## src/dpac_pkg.sv

```systemverilog
// Package of timing constants and enumerations for the dual-port RAM port controller
package dpac_pkg;
  // Clock period in picoseconds (125 MHz)
  localparam int CLK_PERIOD_PS = 8000;
  // Write pulse width, ns
  localparam int WRITE_PULSE_WIDTH_NS = 12;
  // Strobe low to data float, ns
  localparam int STROBE_TO_FLOAT_TIME_NS = 10;
  // Data setup to write end, ns
  localparam int DATA_SETUP_TIME_NS = 10;
  // Token flag update pulse, ns
  localparam int TOKEN_UPDATE_PULSE_NS = 10;
  // Address to data valid on a read, ns
  localparam int READ_ACCESS_NS = 15;
  // Least times round up to whole cycles
  function automatic int cyc_up(input int ns);
    int c;
    c = (ns * 1000 + CLK_PERIOD_PS - 1) / CLK_PERIOD_PS;
    return (c < 1) ? 1 : c;
  endfunction
  localparam int WRITE_PULSE_CYC = cyc_up(WRITE_PULSE_WIDTH_NS);
  localparam int WRITE_OE_LOW_CYC =
    cyc_up(STROBE_TO_FLOAT_TIME_NS + DATA_SETUP_TIME_NS);
  localparam int TOKEN_PULSE_CYC = cyc_up(TOKEN_UPDATE_PULSE_NS);
  localparam int READ_CYC = cyc_up(READ_ACCESS_NS);
  localparam int CNT_W = 4;
  // Request kinds from the user side
  typedef enum logic [1:0] {
    DPAC_RD_RAM,
    DPAC_WR_RAM,
    DPAC_RD_TOKEN,
    DPAC_WR_TOKEN
  } dpac_op_t;
endpackage

```

## src/dpac_port_ctrl.sv

```systemverilog
// Controller driving one port of an asynchronous dual-port RAM
module dpac_port_ctrl #(
  parameter int AW = 13,
  parameter int DW = 8,
  parameter bit OE_LOW_WRITE = 1'b0
) (
  // Clock, reset, enable
  input  wire logic          mclk,
  input  wire logic          reset,
  input  wire logic          clkEn,
  // User request
  input  wire logic          reqValid,
  input  wire logic [1:0]    reqOp,
  input  wire logic [AW-1:0] reqAddr,
  input  wire logic [DW-1:0] reqData,
  output logic               reqReady,
  output logic               rspValid,
  output logic [DW-1:0]      rspData,
  // Device pins
  output logic               ramSelN,
  output logic               tokenSelN,
  output logic               writeN,
  output logic               outEnN,
  output logic [AW-1:0]      addr,
  input  wire logic [DW-1:0] dataIn,
  output logic [DW-1:0]      dataOut,
  output logic               dataOe,
  input  wire logic          busyN
);
  ////////////////////////////////////////////////////////////////////////////
  typedef enum logic [2:0] {
    IDLE, SETUP, STROBE, RECOVER, FLAGPULSE, FLAGGAP
  } dpac_state_t;

  localparam logic [3:0] WR_CYC = 4'(OE_LOW_WRITE ?
    ((dpac_pkg::WRITE_OE_LOW_CYC > dpac_pkg::WRITE_PULSE_CYC) ?
      dpac_pkg::WRITE_OE_LOW_CYC : dpac_pkg::WRITE_PULSE_CYC) :
    dpac_pkg::WRITE_PULSE_CYC);
  localparam logic [3:0] RD_CYC = 4'(dpac_pkg::READ_CYC);
  localparam logic [3:0] TK_CYC = 4'(dpac_pkg::TOKEN_PULSE_CYC);

  dpac_state_t                 state_q, state_d;
  logic [dpac_pkg::CNT_W-1:0]  cnt_q, cnt_d;
  logic [1:0]                  op_q, op_d;
  logic                        ramSelN_q, ramSelN_d;
  logic                        tokenSelN_q, tokenSelN_d;
  logic                        writeN_q, writeN_d;
  logic                        outEnN_q, outEnN_d;
  logic [AW-1:0]               addr_q, addr_d;
  logic [DW-1:0]               dOut_q, dOut_d;
  logic                        dOe_q, dOe_d;
  logic                        ready_q, ready_d;
  logic                        rsp_q, rsp_d;
  logic                        capture;

  function automatic logic is_write(input logic [1:0] op);
    return op == dpac_pkg::DPAC_WR_RAM || op == dpac_pkg::DPAC_WR_TOKEN;
  endfunction
  function automatic logic is_token(input logic [1:0] op);
    return op == dpac_pkg::DPAC_RD_TOKEN || op == dpac_pkg::DPAC_WR_TOKEN;
  endfunction

  ////////////////////////////////////////////////////////////////////////////
  always_comb
  begin
    state_d     = state_q;
    cnt_d       = cnt_q;
    op_d        = op_q;
    ramSelN_d   = ramSelN_q;
    tokenSelN_d = tokenSelN_q;
    writeN_d    = writeN_q;
    outEnN_d    = outEnN_q;
    addr_d      = addr_q;
    dOut_d      = dOut_q;
    dOe_d       = dOe_q;
    ready_d     = ready_q;
    rsp_d       = 1'b0;
    capture     = 1'b0;
    unique case (state_q)
      IDLE:
      begin
        if (reqValid && ready_q)
        begin
          // Address moves only while strobe and selects are high
          op_d    = reqOp;
          addr_d  = reqAddr;
          ready_d = 1'b0;
          if (is_token(reqOp))
            dOut_d = {reqData[DW-1:1], reqData[0]};
          else
            dOut_d = reqData;
          cnt_d   = '0;
          state_d = is_token(reqOp) && !is_write(reqOp) ? FLAGPULSE : SETUP;
        end
      end
      FLAGPULSE:
      begin
        // Fresh token select pulse latches the flag state
        tokenSelN_d = 1'b0;
        outEnN_d    = 1'b0;
        cnt_d       = cnt_q + 4'h1;
        if (cnt_q == TK_CYC)
        begin
          tokenSelN_d = 1'b1;
          outEnN_d    = 1'b1;
          cnt_d       = '0;
          state_d     = FLAGGAP;
        end
      end
      FLAGGAP:
        state_d = SETUP;
      SETUP:
      begin
        // Select chooses array or token latches
        ramSelN_d   = is_token(op_q);
        tokenSelN_d = !is_token(op_q);
        outEnN_d    = is_write(op_q) ? !OE_LOW_WRITE : 1'b0;
        writeN_d    = 1'b1;
        cnt_d       = '0;
        state_d     = STROBE;
      end
      STROBE:
      begin
        if (is_write(op_q))
        begin
          // Array write waits while slave busy input is low
          if (!is_token(op_q) && !busyN)
          begin
            // A cut pulse starts again at full width
            writeN_d = 1'b1;
            cnt_d    = '0;
          end
          else
          begin
            writeN_d = 1'b0;
            dOe_d    = 1'b1;
            cnt_d    = cnt_q + 4'h1;
          end
          if (cnt_q == WR_CYC)
          begin
            writeN_d = 1'b1;
            state_d  = RECOVER;
          end
        end
        else
        begin
          cnt_d = cnt_q + 4'h1;
          if (cnt_q == RD_CYC)
          begin
            capture = 1'b1;
            state_d = RECOVER;
          end
        end
      end
      RECOVER:
      begin
        // Selects rise after the strobe; data held one cycle past write end
        ramSelN_d   = 1'b1;
        tokenSelN_d = 1'b1;
        outEnN_d    = 1'b1;
        dOe_d       = 1'b0;
        rsp_d       = 1'b1;
        ready_d     = 1'b1;
        state_d     = IDLE;
      end
      default:
        state_d = IDLE;
    endcase
  end

  always_ff @(posedge mclk or posedge reset)
  begin
    if (reset)
    begin
      state_q     <= IDLE;
      cnt_q       <= '0;
      op_q        <= 2'h0;
      ramSelN_q   <= 1'b1;
      tokenSelN_q <= 1'b1;
      writeN_q    <= 1'b1;
      outEnN_q    <= 1'b1;
      addr_q      <= '0;
      dOut_q      <= '0;
      dOe_q       <= 1'b0;
      ready_q     <= 1'b1;
      rsp_q       <= 1'b0;
    end
    else if (clkEn)
    begin
      state_q     <= state_d;
      cnt_q       <= cnt_d;
      op_q        <= op_d;
      ramSelN_q   <= ramSelN_d;
      tokenSelN_q <= tokenSelN_d;
      writeN_q    <= writeN_d;
      outEnN_q    <= outEnN_d;
      addr_q      <= addr_d;
      dOut_q      <= dOut_d;
      dOe_q       <= dOe_d;
      ready_q     <= ready_d;
      rsp_q       <= rsp_d;
    end
  end

  dpac_data_reg #(.DW(DW)) u_data (
    .mclk  (mclk),
    .reset (reset),
    .ce    (clkEn),
    .load  (capture),
    .din   (dataIn),
    .dout  (rspData)
  );

  assign ramSelN   = ramSelN_q;
  assign tokenSelN = tokenSelN_q;
  assign writeN    = writeN_q;
  assign outEnN    = outEnN_q;
  assign addr      = addr_q;
  assign dataOut   = dOut_q;
  assign dataOe    = dOe_q;
  assign reqReady  = ready_q;
  assign rspValid  = rsp_q;
endmodule

```

## src/dpac_data_reg.sv

```systemverilog
// Data capture register holding the last word read from the device
module dpac_data_reg #(
  parameter int DW = 8
) (
  // Clock and reset
  input  wire logic          mclk,
  input  wire logic          reset,
  input  wire logic          ce,
  // Capture
  input  wire logic          load,
  input  wire logic [DW-1:0] din,
  output logic      [DW-1:0] dout
);
  logic [DW-1:0] data_q;
  logic [DW-1:0] data_d;

  always_comb
  begin
    data_d = load ? din : data_q;
  end

  always_ff @(posedge mclk or posedge reset)
  begin
    if (reset)
      data_q <= '0;
    else if (ce)
      data_q <= data_d;
  end

  assign dout = data_q;
endmodule

```

## config.mk

```make
export PLATFORM = sky130hd
export DESIGN_NAME = dpac_port_ctrl
export DESIGN_NICKNAME = d
export VERILOG_FILES = /design/src/dpac_pkg.sv /design/src/dpac_port_ctrl.sv /design/src/dpac_data_reg.sv
export SDC_FILE = /design/constraint.sdc
export NUM_CORES = 1
export LEC_CHECK = 0
export BUFFER_PORTS_ARGS = -buffer_cell sky130_fd_sc_hd__buf_2
export CORE_ASPECT_RATIO = 1.25
export CORE_UTILIZATION = 44
export DETAILED_ROUTE_END_ITERATION = 10
export PLACE_DENSITY = 0.82
export SLEW_MARGIN = 15
export SYNTH_ARGS = -nofsm -noshare
export SYNTH_HDL_FRONTEND = slang
export SYNTH_SLANG_ARGS = --single-unit
```

## constraint.sdc

```tcl
create_clock -name mclk -period 2.1 [get_ports mclk]
set_clock_uncertainty 0.05 [all_clocks]
set_input_delay 0.42 -clock mclk [delete_from_list [all_inputs] [get_ports mclk]]
set_output_delay 0.42 -clock mclk [all_outputs]
set_load 0.01 [all_outputs]
```

## Word level (Yosys, flattened, before mapping)

Index checks and enable logic that the tools add are counted.
Widths: inputs -> output; s select.

| word-level totals | value |
|---|---|
| output and inout port bits | 36 |
| register bits | 45 |

| operators by class | value |
|---|---|
| add/sub/neg operators | 1 |
| reductions and logical operators | 26 |
| multiplexer cells | 27 |
| equal/unequal tests | 17 |

Operators with widths:

| cell | number |
|---|---|
| $mux 4 | 4 |
| $pmux 4 s4 | 1 |
| $pmux 3 s5 | 1 |
| $mux 3 | 4 |
| $reduce_and 3->1 | 4 |
| $mux 1 | 11 |
| $ne 2x2->1 const B | 5 |
| $eq 2x2->1 const B | 4 |
| $pmux 1 s2 | 4 |
| $reduce_and 4->1 | 2 |
| $reduce_bool 2->1 | 4 |
| $eq 3x2->1 const B | 2 |
| $eq 3x3->1 const B | 2 |
| $pmux 1 s3 | 2 |
| $reduce_and 2->1 | 3 |
| $add 4x1->4 const B | 1 |
| $eq 2x1->1 const B | 2 |
| $eq 4x2->1 const B | 1 |
| $logic_or 1x1->1 | 4 |
| $reduce_bool 4->1 | 1 |
| $eq 3x1->1 const B | 1 |
| $logic_and 1x1->1 | 3 |
| $logic_not 1->1 | 3 |
| $logic_not 3->1 | 1 |
| $reduce_bool 3->1 | 1 |

## Longest topological paths before layout

Gate-level depths: netlist (run 1).

| depth | value |
|---|---|
| word-level depth | 8 |
| mapped depth | 6 |
| gate-level depth less buffers | 6 |

## Hierarchy

From an unflattened synthesis (run 1), not the netlist that was laid out.

| second synthesis, totals | value |
|---|---|
| cells, all modules | 155 |
| area, all modules | 2133.3 um^2 |

Modules (own cells, without submodules):

| module | cells each | area each (um^2) | instances |
|---|---|---|---|
| dpac_port_ctrl | 137 | 1833.0 | 1 |
| dpac_data_reg | 18 | 300.3 | 1 |

## Worst setup path after synthesis (run 1)

Ideal clock, no wire load.

| timing | value |
|---|---|
| kind | reg2reg |
| from | register cnt_q[0] (netlist bit) |
| to | register u_data.data_q[0] (netlist: u_data.dout[0]) |
| cell stages (with the launch flop) | 7 |
| required time | 1.925 ns |
| arrival time | 1.959 ns |
| path buffers | 0 |
| clock period less this slack | 2.133 ns |
| setup slack | -0.033 ns |
| cells stage by stage | dfrtp_1 > inv_1 > ha_1 > or3b_4 > or4_4 > nor2_8 > mux2_2 |

| on the way | value |
|---|---|
| word-level cells in the longest chain between the ends | 5 |

Ends and longest elaborated chain:

| element | RTL line | RTL |
|---|---|---|
| start: declaration | dpac_port_ctrl.sv:43 | `logic [dpac_pkg::CNT_W-1:0] cnt_q, cnt_d;` |
| start signal: assignment | dpac_port_ctrl.sv:191 | `cnt_q <= cnt_d;` |
| $eq 4x2->1 | dpac_port_ctrl.sv:148 | `if (cnt_q == RD_CYC)` |
| $mux 1 | dpac_port_ctrl.sv:148 |  |
| $mux 1 | dpac_port_ctrl.sv:124 | `if (is_write(op_q))` |
| $mux 1 | dpac_port_ctrl.sv:79 | `unique case (state_q)` |
| $reduce_and 2->1 (no source line) | - |  |
| end signal: assignment | dpac_data_reg.sv:27 | `data_q <= data_d;` |
| end: declaration | dpac_data_reg.sv:14 | `logic [DW-1:0] data_q;` |

No other way between the ends.
A chain may end at the register's enable or synchronous reset.

## Worst setup path in the final report (run 1)

Ends and elaborated chain as after synthesis.

==> results of run 1 <==
cells in the final DEF (no fill, tap or decap), drive strengths merged:
cell type / count
o21ai: 8
and4: 1
ha: 2
nand2b: 6
clkinvlp: 1
o31a: 1
dfstp: 5
dfrtp: 40
o31ai: 1
a21oi: 3
clkbuf: 5
a32o: 1
clkinv: 2
inv: 3
nand4: 1
mux2: 33
a32oi: 1
nor3b: 1
nor2: 7
and3: 2
buf: 81
a2111o: 1
o22a: 3
nand2: 8
nand3b: 2
or3b: 2
nor2b: 3
a21boi: 1
or4: 2
o21bai: 2
o2111ai: 1
or2: 1
o2bb2ai: 3
state kept, by name, indices dropped and copies added (netlist names):
signal       flops
u_data.dout      8
tokenSelN        1
dataOut          8
outEnN           1
writeN           1
state_q          3
op_q             2
addr            13
dataOe           1
reqReady         1
ramSelN          1
rspValid         1
cnt_q            4
power groups by stage:
stage          registers, mW  logic (mW)  clock network (mW)
3_3_place_gp            1.43        1.35                   0
2_1_floorplan           1.59       0.698                   0
5_1_grt                 1.48        1.51               0.584
6_report                1.43        1.37               0.541
4_1_cts                 1.44        1.39               0.557
3_5_place_dp            1.45        1.38                   0
synthesized netlist by cell type:
cell / count
or4_4: 1
nand4_1: 1
a2111o_1: 1
a32o_1: 1
dfstp_2: 5
nand2_1: 8
o31ai_1: 1
ha_1: 2
mux2_2: 33
nor3b_1: 1
or4_1: 1
inv_1: 3
o2bb2ai_1: 3
o21bai_1: 2
or3b_2: 1
dfrtp_1: 40
or3b_4: 1
clkbuf_1: 6
a21oi_1: 3
o21ai_0: 8
o31a_1: 1
o2111ai_1: 1
nor2b_1: 3
nand2b_1: 6
nand3b_1: 2
nor2_8: 1
a32oi_1: 1
and4_1: 1
and3_1: 2
or2_2: 1
buf_2: 3
a21boi_0: 1
o22a_1: 3
nor2_1: 6
worst min-delay path by stage:
stage / from / endpoint / slack [ns] / depth (start not counted)
2_1_floorplan: cnt_q[3] / cnt_q[3] / 0.42 / 1
3_3_place_gp: rspValid / rspValid / 0.43 / 1
3_5_place_dp: rspValid / rspValid / 0.44 / 1
4_1_cts: reset / u_data.dout[1] / 0.21 / 3
5_1_grt: reset / u_data.dout[6] / 0.25 / 3
6_report: reset / u_data.dout[1] / 0.19 / 3
cells by family after synthesis:
logic type / share of synthesized area (%)
DFF: 57.0
muxes: 18.7
buffers and inverters: 2.46
adders and majority gates: 1.26
AOI/OAI and AO/OA: 9.32
and+or+nand+nor: 11.3
through the flow:
step / setup TNS, ns / setup WS [ns] / total power [mW] / area, µm² / instances
after global placement: 0 / 0.0321 / 2.78 / 2460 / 282
after CTS: -0.0129 / -0.00741 / 3.39 / 2550 / 290
after floorplan: 0 / 0.00497 / 2.28 / 1990 / 154
after global routing: -0.443 / -0.0641 / 3.58 / 2550 / 290
final: 0 / 0.0134 / 3.35 / 2550 / 290
after detailed placement: -0.0776 / -0.0179 / 2.83 / 2460 / 282
metal layers:
layer | vias to the layer above | share of wire [%] | wire, µm
met3 | 4 | 6.2 | 241
met4 | 0 | 0.93 | 36
met1 | 706 | 43 | 1670
li1 | 707 | - | -
met5 | - | 0 | 0
met2 | 50 | 50 | 1930
layout make-up:
| cell class | count | area [µm²] | area share, % |
|---|---|---|---|
| Timing Repair Buffer | 81 | 443 | 17.4 |
| Sequential cell | 45 | 1130 | 44.4 |
| Multi-Input combinational cell | 97 | 806 | 31.6 |
| Inverter | 3 | 11.3 | 0.441 |
| Tap cell | 56 | 70.1 | 2.75 |
| Clock buffer | 5 | 68.8 | 2.70 |
| Clock inverter | 3 | 21.3 | 0.833 |
critical path, stage by stage (launching register included):
cell     delay (ns)
dfrtp_1        0.39
inv_1          0.06
ha_1           0.13
or3b_4         0.37
or4_4          0.46
nor2_8         0.17
mux2_2         0.35
==> reports/results.ini, run 1 <==
[clocking]
clk_pin_slew_ns=0.09
cts.path.max_buffers=2
cts.repair.resized=0
clk_latency_ns=0.30
numCtsBuffers=5
post_cts_buffers=0
cts_hold_buf=0
cts_tree=yes
cts_root_buf=clkbuf_8
clkSinkCount=45
cts-htree-levels=2

[setup_path]
end_kind=flip-flop
crit_end=u_data.dout[0]
cp-start-kind=flip-flop
rrSetupSlack_ns=0.01
crit_fanout=8
required_ns=2.24
r2r-end=u_data.dout[0]
worstSetupStartpoint=cnt_q[0]
worst_ep_arrival_time_ns=2.22
worstRegToRegCells=6
worstSetupPathType=reg -> reg
reg2reg_from=cnt_q[0]

[finish]
syn2layout_area_growth_pct=28.5
diodes=0
final_core_util_pct=60.8
drive_above_1_share_pct=56.4
fin_nets=271
fillers=351

[sta]
hold_viol=0
timing.hold.ws_ns=0.188
slew_viol_final=0
worst_slew_pin_slew_ns=0.542
fmax_mhz=479
relSlewSlack_pct=63.9
setup_viol=0
rsz0062_at_grt=yes
fin_crit_sh_pct=99.4
layout_min_cycle_time_ns=2.09

[synth]
syn_nets=192
synth_cell_type_count=34
netlist_instances=154
ys_top_cells_by_area=dfrtp_1 50%, mux2_2 19%, dfstp_2 6.6%, o21ai_0 2.0%, nand2b_1 1.9%
avgSynthCellArea_um2=12.9
synth_warnings=0
yosysTopAreaCell=dfrtp_1
synth_area_mm2=0.00199
synth_seq_cells=45
synth_top_area_share_pct=50.4
yosysSeqAreaShare_pct=57.0

[floorplan]
start_util_pct=47.3
die_x_um=62.1
fp-row-count=26
dieArea_mm2=0.00479
coreArea_mm2=0.00420
die-height_um=77.1
ioPinCount=72

[drt]
drc=0
via_per_inst=5.06
wl_per_cell_um=13.4
firstDrtPassIters=4
detail_route.iter0.violations=57
antenna_left=0
via_count=1467
routed_wl_um=3880

[power]
p_leak_nw=1.35
p_int_mw=2.17
powerDensity_mw_per_mm2=1310
clkPwrFrac_pct=16.2
p_comb_share_pct=41.1
ir_drop_mv=0.785
switchingPower_mw=1.17
switching_share_pct=35.1
seqPwrFrac_pct=42.8

[global_routing]
grtUsageMet1_pct=20.1
grt_overflow=0
grt_max_degree=46
met3_usage_pct=5.06
top_usage_layer=met2
grt_pass1_vias=1542
antenna_found_initial=0
grt_usage_pct=17.6
globalRouteMet2Util_pct=31.5
grt_pass1_wl_um=6590

[placed_design]
place_congestion=0.821
dp_hpwl_um=2920
port_buffers=71

[run]
maxCapViolCount=0

[status]
status=complete, no violations

[worst_hold_path]
min_path_type=in -> async

(Power assumes the default switching activity.)
==> inputs of run 2 (changes only) <==
--- a/config.mk
+++ b/config.mk
@@ -8,8 +8,10 @@
 export BUFFER_PORTS_ARGS = -buffer_cell sky130_fd_sc_hd__buf_2
 export CORE_ASPECT_RATIO = 1.25
 export CORE_UTILIZATION = 44
+export CTS_CLUSTER_SIZE = 24
 export DETAILED_ROUTE_END_ITERATION = 10
 export PLACE_DENSITY = 0.82
+export RECOVER_POWER = 100
 export SLEW_MARGIN = 15
 export SYNTH_ARGS = -nofsm -noshare
 export SYNTH_HDL_FRONTEND = slang
==> reports/results.ini, run 2 (same netlist as run 1, synthesis figures left out) <==
[status]
status=complete, no violations

[clocking]
clk_latency_ns=0.30  ; about the same
clk_pin_slew_ns=0.08  ; about the same
clkSinkCount=45  ; unchanged
cts-htree-levels=2  ; unchanged
cts_tree=yes
cts_hold_buf=0  ; unchanged
numCtsBuffers=5  ; unchanged
cts.path.max_buffers=2  ; unchanged
cts_root_buf=clkbuf_8

[finish]
drive_above_1_share_pct=40.2  ; -16 points
final_common_cell=dfrtp_1
fin_nets=271  ; unchanged
diodes=0  ; unchanged
fillers=372  ; +6.0%
final_core_util_pct=59.2  ; -1.6 points
largest_reg_flops=13  ; unchanged
syn2layout_area_growth_pct=25.1
final_cell_mix=40 x dfrtp_1, 37 x clkbuf_1, 36 x buf_2, 33 x mux2_2

[sta]
rsz0062_at_grt=yes
fmax_mhz=480  ; about the same
slew_viol_final=0  ; unchanged
layout_min_cycle_time_ns=2.09  ; -0.00159 ns
timing.hold.ws_ns=0.300  ; +0.111 ns
fin_crit_sh_pct=99.3  ; about the same
setup_viol=0  ; unchanged
hold_viol=0  ; unchanged
relSlewSlack_pct=29.1  ; -35 points
worst_slew_pin_slew_ns=1.06  ; +0.522 ns

[drt]
antenna_left=0  ; unchanged
routed_wl_um=3850  ; -0.82%
wl_per_cell_um=13.3  ; -0.82%
firstDrtPassIters=5  ; +1
detail_route.iter0.violations=51  ; -11%
drc=0  ; unchanged
via_per_inst=5.07  ; +0.27%
dr_wl_met2_um=1910  ; -0.73%
via_count=1471  ; +0.27%
top_layer=met4
wl_met1_um=1620  ; -3.0%
wl_met3_um=261  ; +8.3%

[power]
p_leak_nw=1.20  ; -11%
powerDensity_mw_per_mm2=1310  ; -0.18%
ir_drop_mv=0.770  ; -1.9%

[floorplan]
fp-row-count=26  ; unchanged
die-height_um=77.1  ; unchanged
ioPinCount=72  ; unchanged
coreArea_mm2=0.00420  ; unchanged
start_util_pct=47.3  ; unchanged
die_x_um=62.1  ; unchanged
dieArea_mm2=0.00479  ; unchanged

[setup_path]
slowest_stage=or4_4
worstSetupPathType=reg -> reg
worst_ep_arrival_time_ns=2.22  ; about the same
worstRegToRegCells=6  ; unchanged
crit_buf_inv=1  ; unchanged
cp_cell_sequence=inv_1, ha_1, or3b_4, or4_4, nor2_8, mux2_2
cp_top_family=simple AND/OR/NAND/NOR gates
critical_path.max_stage_delay_ns=0.46  ; about the same
required_ns=2.24  ; about the same
crit_fanout=8  ; unchanged
cp-start-kind=flip-flop
end_kind=flip-flop
crit_cells=6  ; unchanged

[global_routing]
grt_pass1_wl_um=6590  ; unchanged
grt_usage_pct=17.6  ; unchanged
antenna_found_initial=0  ; unchanged
grt_pass1_vias=1542  ; unchanged
grt_max_degree=46  ; unchanged
grt_overflow=0  ; unchanged

[run]
maxCapViolCount=0  ; unchanged

[placed_design]
place_congestion=0.821  ; unchanged
port_buffers=71  ; unchanged
dp_hpwl_um=2920  ; unchanged

[worst_hold_path]
worstHoldPathCells=2
min_path_type=in -> reg

==> run 2: worst register-to-register path, delay by kind of cell, from the launching register on <==
kind                     cells  cell delay (ns)
adder cells (fa/ha/maj)      1             0.13
buffers and inverters        1             0.06
AND/OR/NAND/NOR              3             1.00
multiplexers                 1             0.35
flip-flops                   1             0.39
==> run 2: routing by layer <==
metal / vias to the layer above / track usage (%)
met4: 0 / 4.88
met5: - / 0
met1: 703 / 20.1
met2: 55 / 31.5
met3: 5 / 5.06
li1: 708 / -
==> run 2: final timing paths <==
path                                 from              to  slack (ns)
worst max register to register   cnt_q[0]  u_data.dout[0]        0.01
min in group asynchronous           reset  u_data.dout[1]        0.39
worst min-delay path            dataIn[3]  u_data.dout[3]        0.30
worst min register to register   rspValid        rspValid        0.46
max in group asynchronous           reset        addr[10]        0.96
worst max-delay path             cnt_q[0]  u_data.dout[0]        0.01
==> run 2: layout make-up <==
cell class | instances | area [µm²] | area share [%]
Sequential cell | 45 | 1130 | 45.5
Multi-Input combinational cell | 97 | 806 | 32.4
Timing Repair Buffer | 81 | 377 | 15.1
Tap cell | 56 | 70.1 | 2.82
Clock buffer | 5 | 68.8 | 2.77
Clock inverter | 3 | 21.3 | 0.856
Inverter | 3 | 11.3 | 0.453
==> run 2: stage by stage <==
stage	instance area, µm²	TNS (ns)	total power [mW]	cells	worst slack, ns
final	2490	0	3.25	290	0.0150
after global routing	2490	-0.443	3.48	290	-0.0641
after CTS	2550	-0.0129	3.39	290	-0.00741
after detailed placement	2460	-0.0776	2.83	282	-0.0179
after global placement	2460	0	2.78	282	0.0321
after floorplan	1990	0	2.28	154	0.00497
==> run 2: power breakdown <==
| part | total, mW | switching (mW) | internal [mW] |
|---|---|---|---|
| Clock | 0.538 | 0.302 | 0.236 |
| Combinational | 1.28 | 0.675 | 0.604 |
| Sequential | 1.44 | 0.202 | 1.24 |
| Total | 3.25 | 1.18 | 2.08 |
==> run 2: repair_timing <==
| action | CTS | global route |
|---|---|---|
| setup buffers | 0 | 0 |
| endpoints found under the setup margin | 8 | 8 |
| pin swaps | 1 | 0 |
| gates resized for setup | 0 | 0 |
==> inputs of run 3 (changes only) <==
--- a/config.mk
+++ b/config.mk
@@ -5,12 +5,13 @@
 export SDC_FILE = /design/constraint.sdc
 export NUM_CORES = 1
 export LEC_CHECK = 0
+export ABC_AREA = 1
 export BUFFER_PORTS_ARGS = -buffer_cell sky130_fd_sc_hd__buf_2
 export CORE_ASPECT_RATIO = 1.25
-export CORE_UTILIZATION = 44
+export CORE_UTILIZATION = 45
 export CTS_CLUSTER_SIZE = 24
 export DETAILED_ROUTE_END_ITERATION = 10
-export PLACE_DENSITY = 0.82
+export PLACE_DENSITY = 0.83
 export RECOVER_POWER = 100
 export SLEW_MARGIN = 15
 export SYNTH_ARGS = -nofsm -noshare
==> reports/results.ini, run 3 <==
[finish]
drive_above_1_share_pct=18.3  ; -22 points
stdcell_count=381  ; +31%
syn2layout_area_growth_pct=19.3
final_core_util_pct=56.7  ; -2.5 points
fillers=422  ; +13%
final_area_mm2=0.00255  ; +2.5%
final_common_cell=nand2_1
diodes=0  ; unchanged
largest_reg_flops=13  ; unchanged
final_cell_mix=98 x nand2_1, 42 x o21ai_0, 40 x dfrtp_1, 37 x buf_2, 34 x clkbuf_1
fin_nets=360  ; +33%

[synth]
yosysSeqAreaShare_pct=53.0  ; -3.9 points
synth_cell_type_count=22  ; -35%
synth_seq_cells=45  ; unchanged
avgSynthCellArea_um2=8.54  ; -34%
synth_top_cells_by_count=97 x nand2_1, 40 x dfrtp_1, 32 x o21ai_0
synth_edf_count=0  ; unchanged
ys_top_cells_by_area=dfrtp_1 47%, nand2_1 17%, o21ai_0 7.5%, dfstp_2 6.2%, inv_1 4.0%
synth_top_area_share_pct=46.9  ; -3.5 points
yosysTopAreaCell=dfrtp_1
netlist_instances=250  ; +62%
synth_warnings=0  ; unchanged
yosysMostFrequentCell=nand2_1
synthFlopType=dfrtp_1
synth_area_mm2=0.00213  ; +7.4%
syn_nets=288  ; +50%
async_reset_ff_share_pct=100  ; unchanged

[global_routing]
top_usage_layer=met2
antenna_found_initial=0  ; unchanged
grt_pass1_wl_um=7220  ; +9.5%
met3_usage_pct=4.31  ; -0.75 points
grtUsageMet1_pct=19.9  ; -0.27 points
grt_max_degree=46  ; unchanged
grt_usage_pct=18.7  ; +1.1 points
globalRouteMet2Util_pct=34.4  ; +2.8 points
grt_pass1_vias=1713  ; +11%
grt_overflow=0  ; unchanged

[sta]
setup_viol=0  ; unchanged
slew_viol_final=0  ; unchanged
worst_slew_pin_slew_ns=1.06  ; -0.00197 ns
rsz0062_at_grt=no
fin_crit_sh_pct=81.8  ; -18 points
hold_viol=0  ; unchanged
fin_setup_tns_ns=0  ; unchanged
fmax_mhz=582  ; +21%
layout_min_cycle_time_ns=1.72  ; -0.368 ns
relSlewSlack_pct=29.2  ; +0.13 points

[run]
maxCapViolCount=0  ; unchanged

[floorplan]
start_util_pct=47.5  ; +0.16 points
die-height_um=79  ; +2.4%
dieArea_mm2=0.00502  ; +4.9%
die_x_um=63.6  ; +2.4%
coreArea_mm2=0.00449  ; +7.1%
fp-row-count=27  ; +3.8%
ioPinCount=72  ; unchanged

[placed_design]
dp_hpwl_um=3250  ; +11%
port_buffers=71  ; unchanged
dpl_cell_area_mm2=0.00252  ; +2.2%
dp_cells=373  ; +32%
place_congestion=0.859  ; +4.7%

[setup_path]
end_kind=flip-flop
crit_end=op_q[1]
worst_ep_arrival_time_ns=1.84  ; -0.38 ns
cp-start-kind=flip-flop
rrSetupSlack_ns=0.38  ; +0.37 ns
reg2reg_from=reqReady
worstRegToRegCells=3  ; -3
worstSetupPathType=reg -> reg
required_ns=2.23  ; about the same
crit_fanout=24  ; +16
worstSetupStartpoint=reqReady
r2r-end=op_q[1]

[clocking]
cts_root_buf=clkbuf_8
numCtsBuffers=5  ; unchanged
cts.path.max_buffers=2  ; unchanged
cts_hold_buf=0  ; unchanged
clkSinkCount=45  ; unchanged
cts_tree=yes
clk_pin_slew_ns=0.09  ; about the same
post_cts_buffers=0  ; unchanged
cts-htree-levels=2  ; unchanged
clk_latency_ns=0.30  ; about the same
cts.repair.resized=0  ; unchanged

[power]
powerDensity_mw_per_mm2=636  ; -51%
p_leak_nw=1.41  ; +17%
power_mw=1.62  ; -50%
ir_drop_mv=0.531  ; -31%

[drt]
drc=0  ; unchanged
via_per_inst=4.72  ; -7.0%
routed_wl_um=4390  ; +14%
wl_per_cell_um=11.5  ; -13%
antenna_left=0  ; unchanged
firstDrtPassIters=4  ; -1
detail_route.iter0.violations=55  ; +7.8%
via_count=1798  ; +22%

[worst_hold_path]
min_path_type=in -> reg

[status]
status=complete, no violations

-- run 3: how the worst min path moves through the flow --
stage	startpoint	to	slack (ns)	cells after the start
after floorplan	writeN	writeN	0.42	2
after global placement	writeN	writeN	0.40	2
after detailed placement	writeN	writeN	0.41	2
after CTS	reset	addr[2]	0.21	3
after global routing	reqAddr[10]	addr[10]	0.26	3
final	reqData[4]	dataOut[4]	0.26	3
-- run 3: report_power, final --
part | switching [mW] | internal (mW) | total (mW)
clock network | 0.301 | 0.387 | 0.687
logic | 0.0355 | 0.0272 | 0.0627
registers | 0.00103 | 0.869 | 0.870
total | 0.337 | 1.28 | 1.62
-- run 3: kinds of logic (layout without fill, tap and decap cells) --
family / Yosys count / in the layout / synth area share, %
adder cells (fa/ha/maj): 2 / 2 / 1.17
flip-flops: 45 / 45 / 53.0
XOR/XNOR: 1 / 1 / 0.410
buffers and inverters: 33 / 106 / 7.21
AND/OR/NAND/NOR: 122 / 122 / 25.2
AO/OA/AOI/OAI: 47 / 47 / 13.0
-- run 3: layer usage --
metal  part of all wire (%)  vias up
li1                       -      927
met1                     41      813
met2                     52       51
met3                    5.4        7
met4                    1.8        0
met5                      0        -
-- run 3: critical path, cell delays in order, from the launching register on --
cell	delay, ns
dfstp_2	0.55
nand3_1	0.31
nor2_4	0.54
o21ai_0	0.13
-- run 3: stage by stage --
| step | hold WS, ns | setup slack [ns] |
|---|---|---|
| after floorplan | 0.417 | 0.579 |
| after global placement | 0.404 | 0.502 |
| after detailed placement | 0.406 | 0.459 |
| after CTS | 0.214 | 0.477 |
| after global routing | 0.255 | 0.206 |
| final | 0.260 | 0.383 |
-- run 3: layout make-up --
type	count	area, µm²	area share, %
inverter	25	93.8	3.68
timing repair buffer	73	325	12.8
clock inverter	2	37.5	1.47
multi-input combinational	172	803	31.5
sequential	45	1130	44.5
clock buffer	6	82.6	3.24
tap	58	72.6	2.85
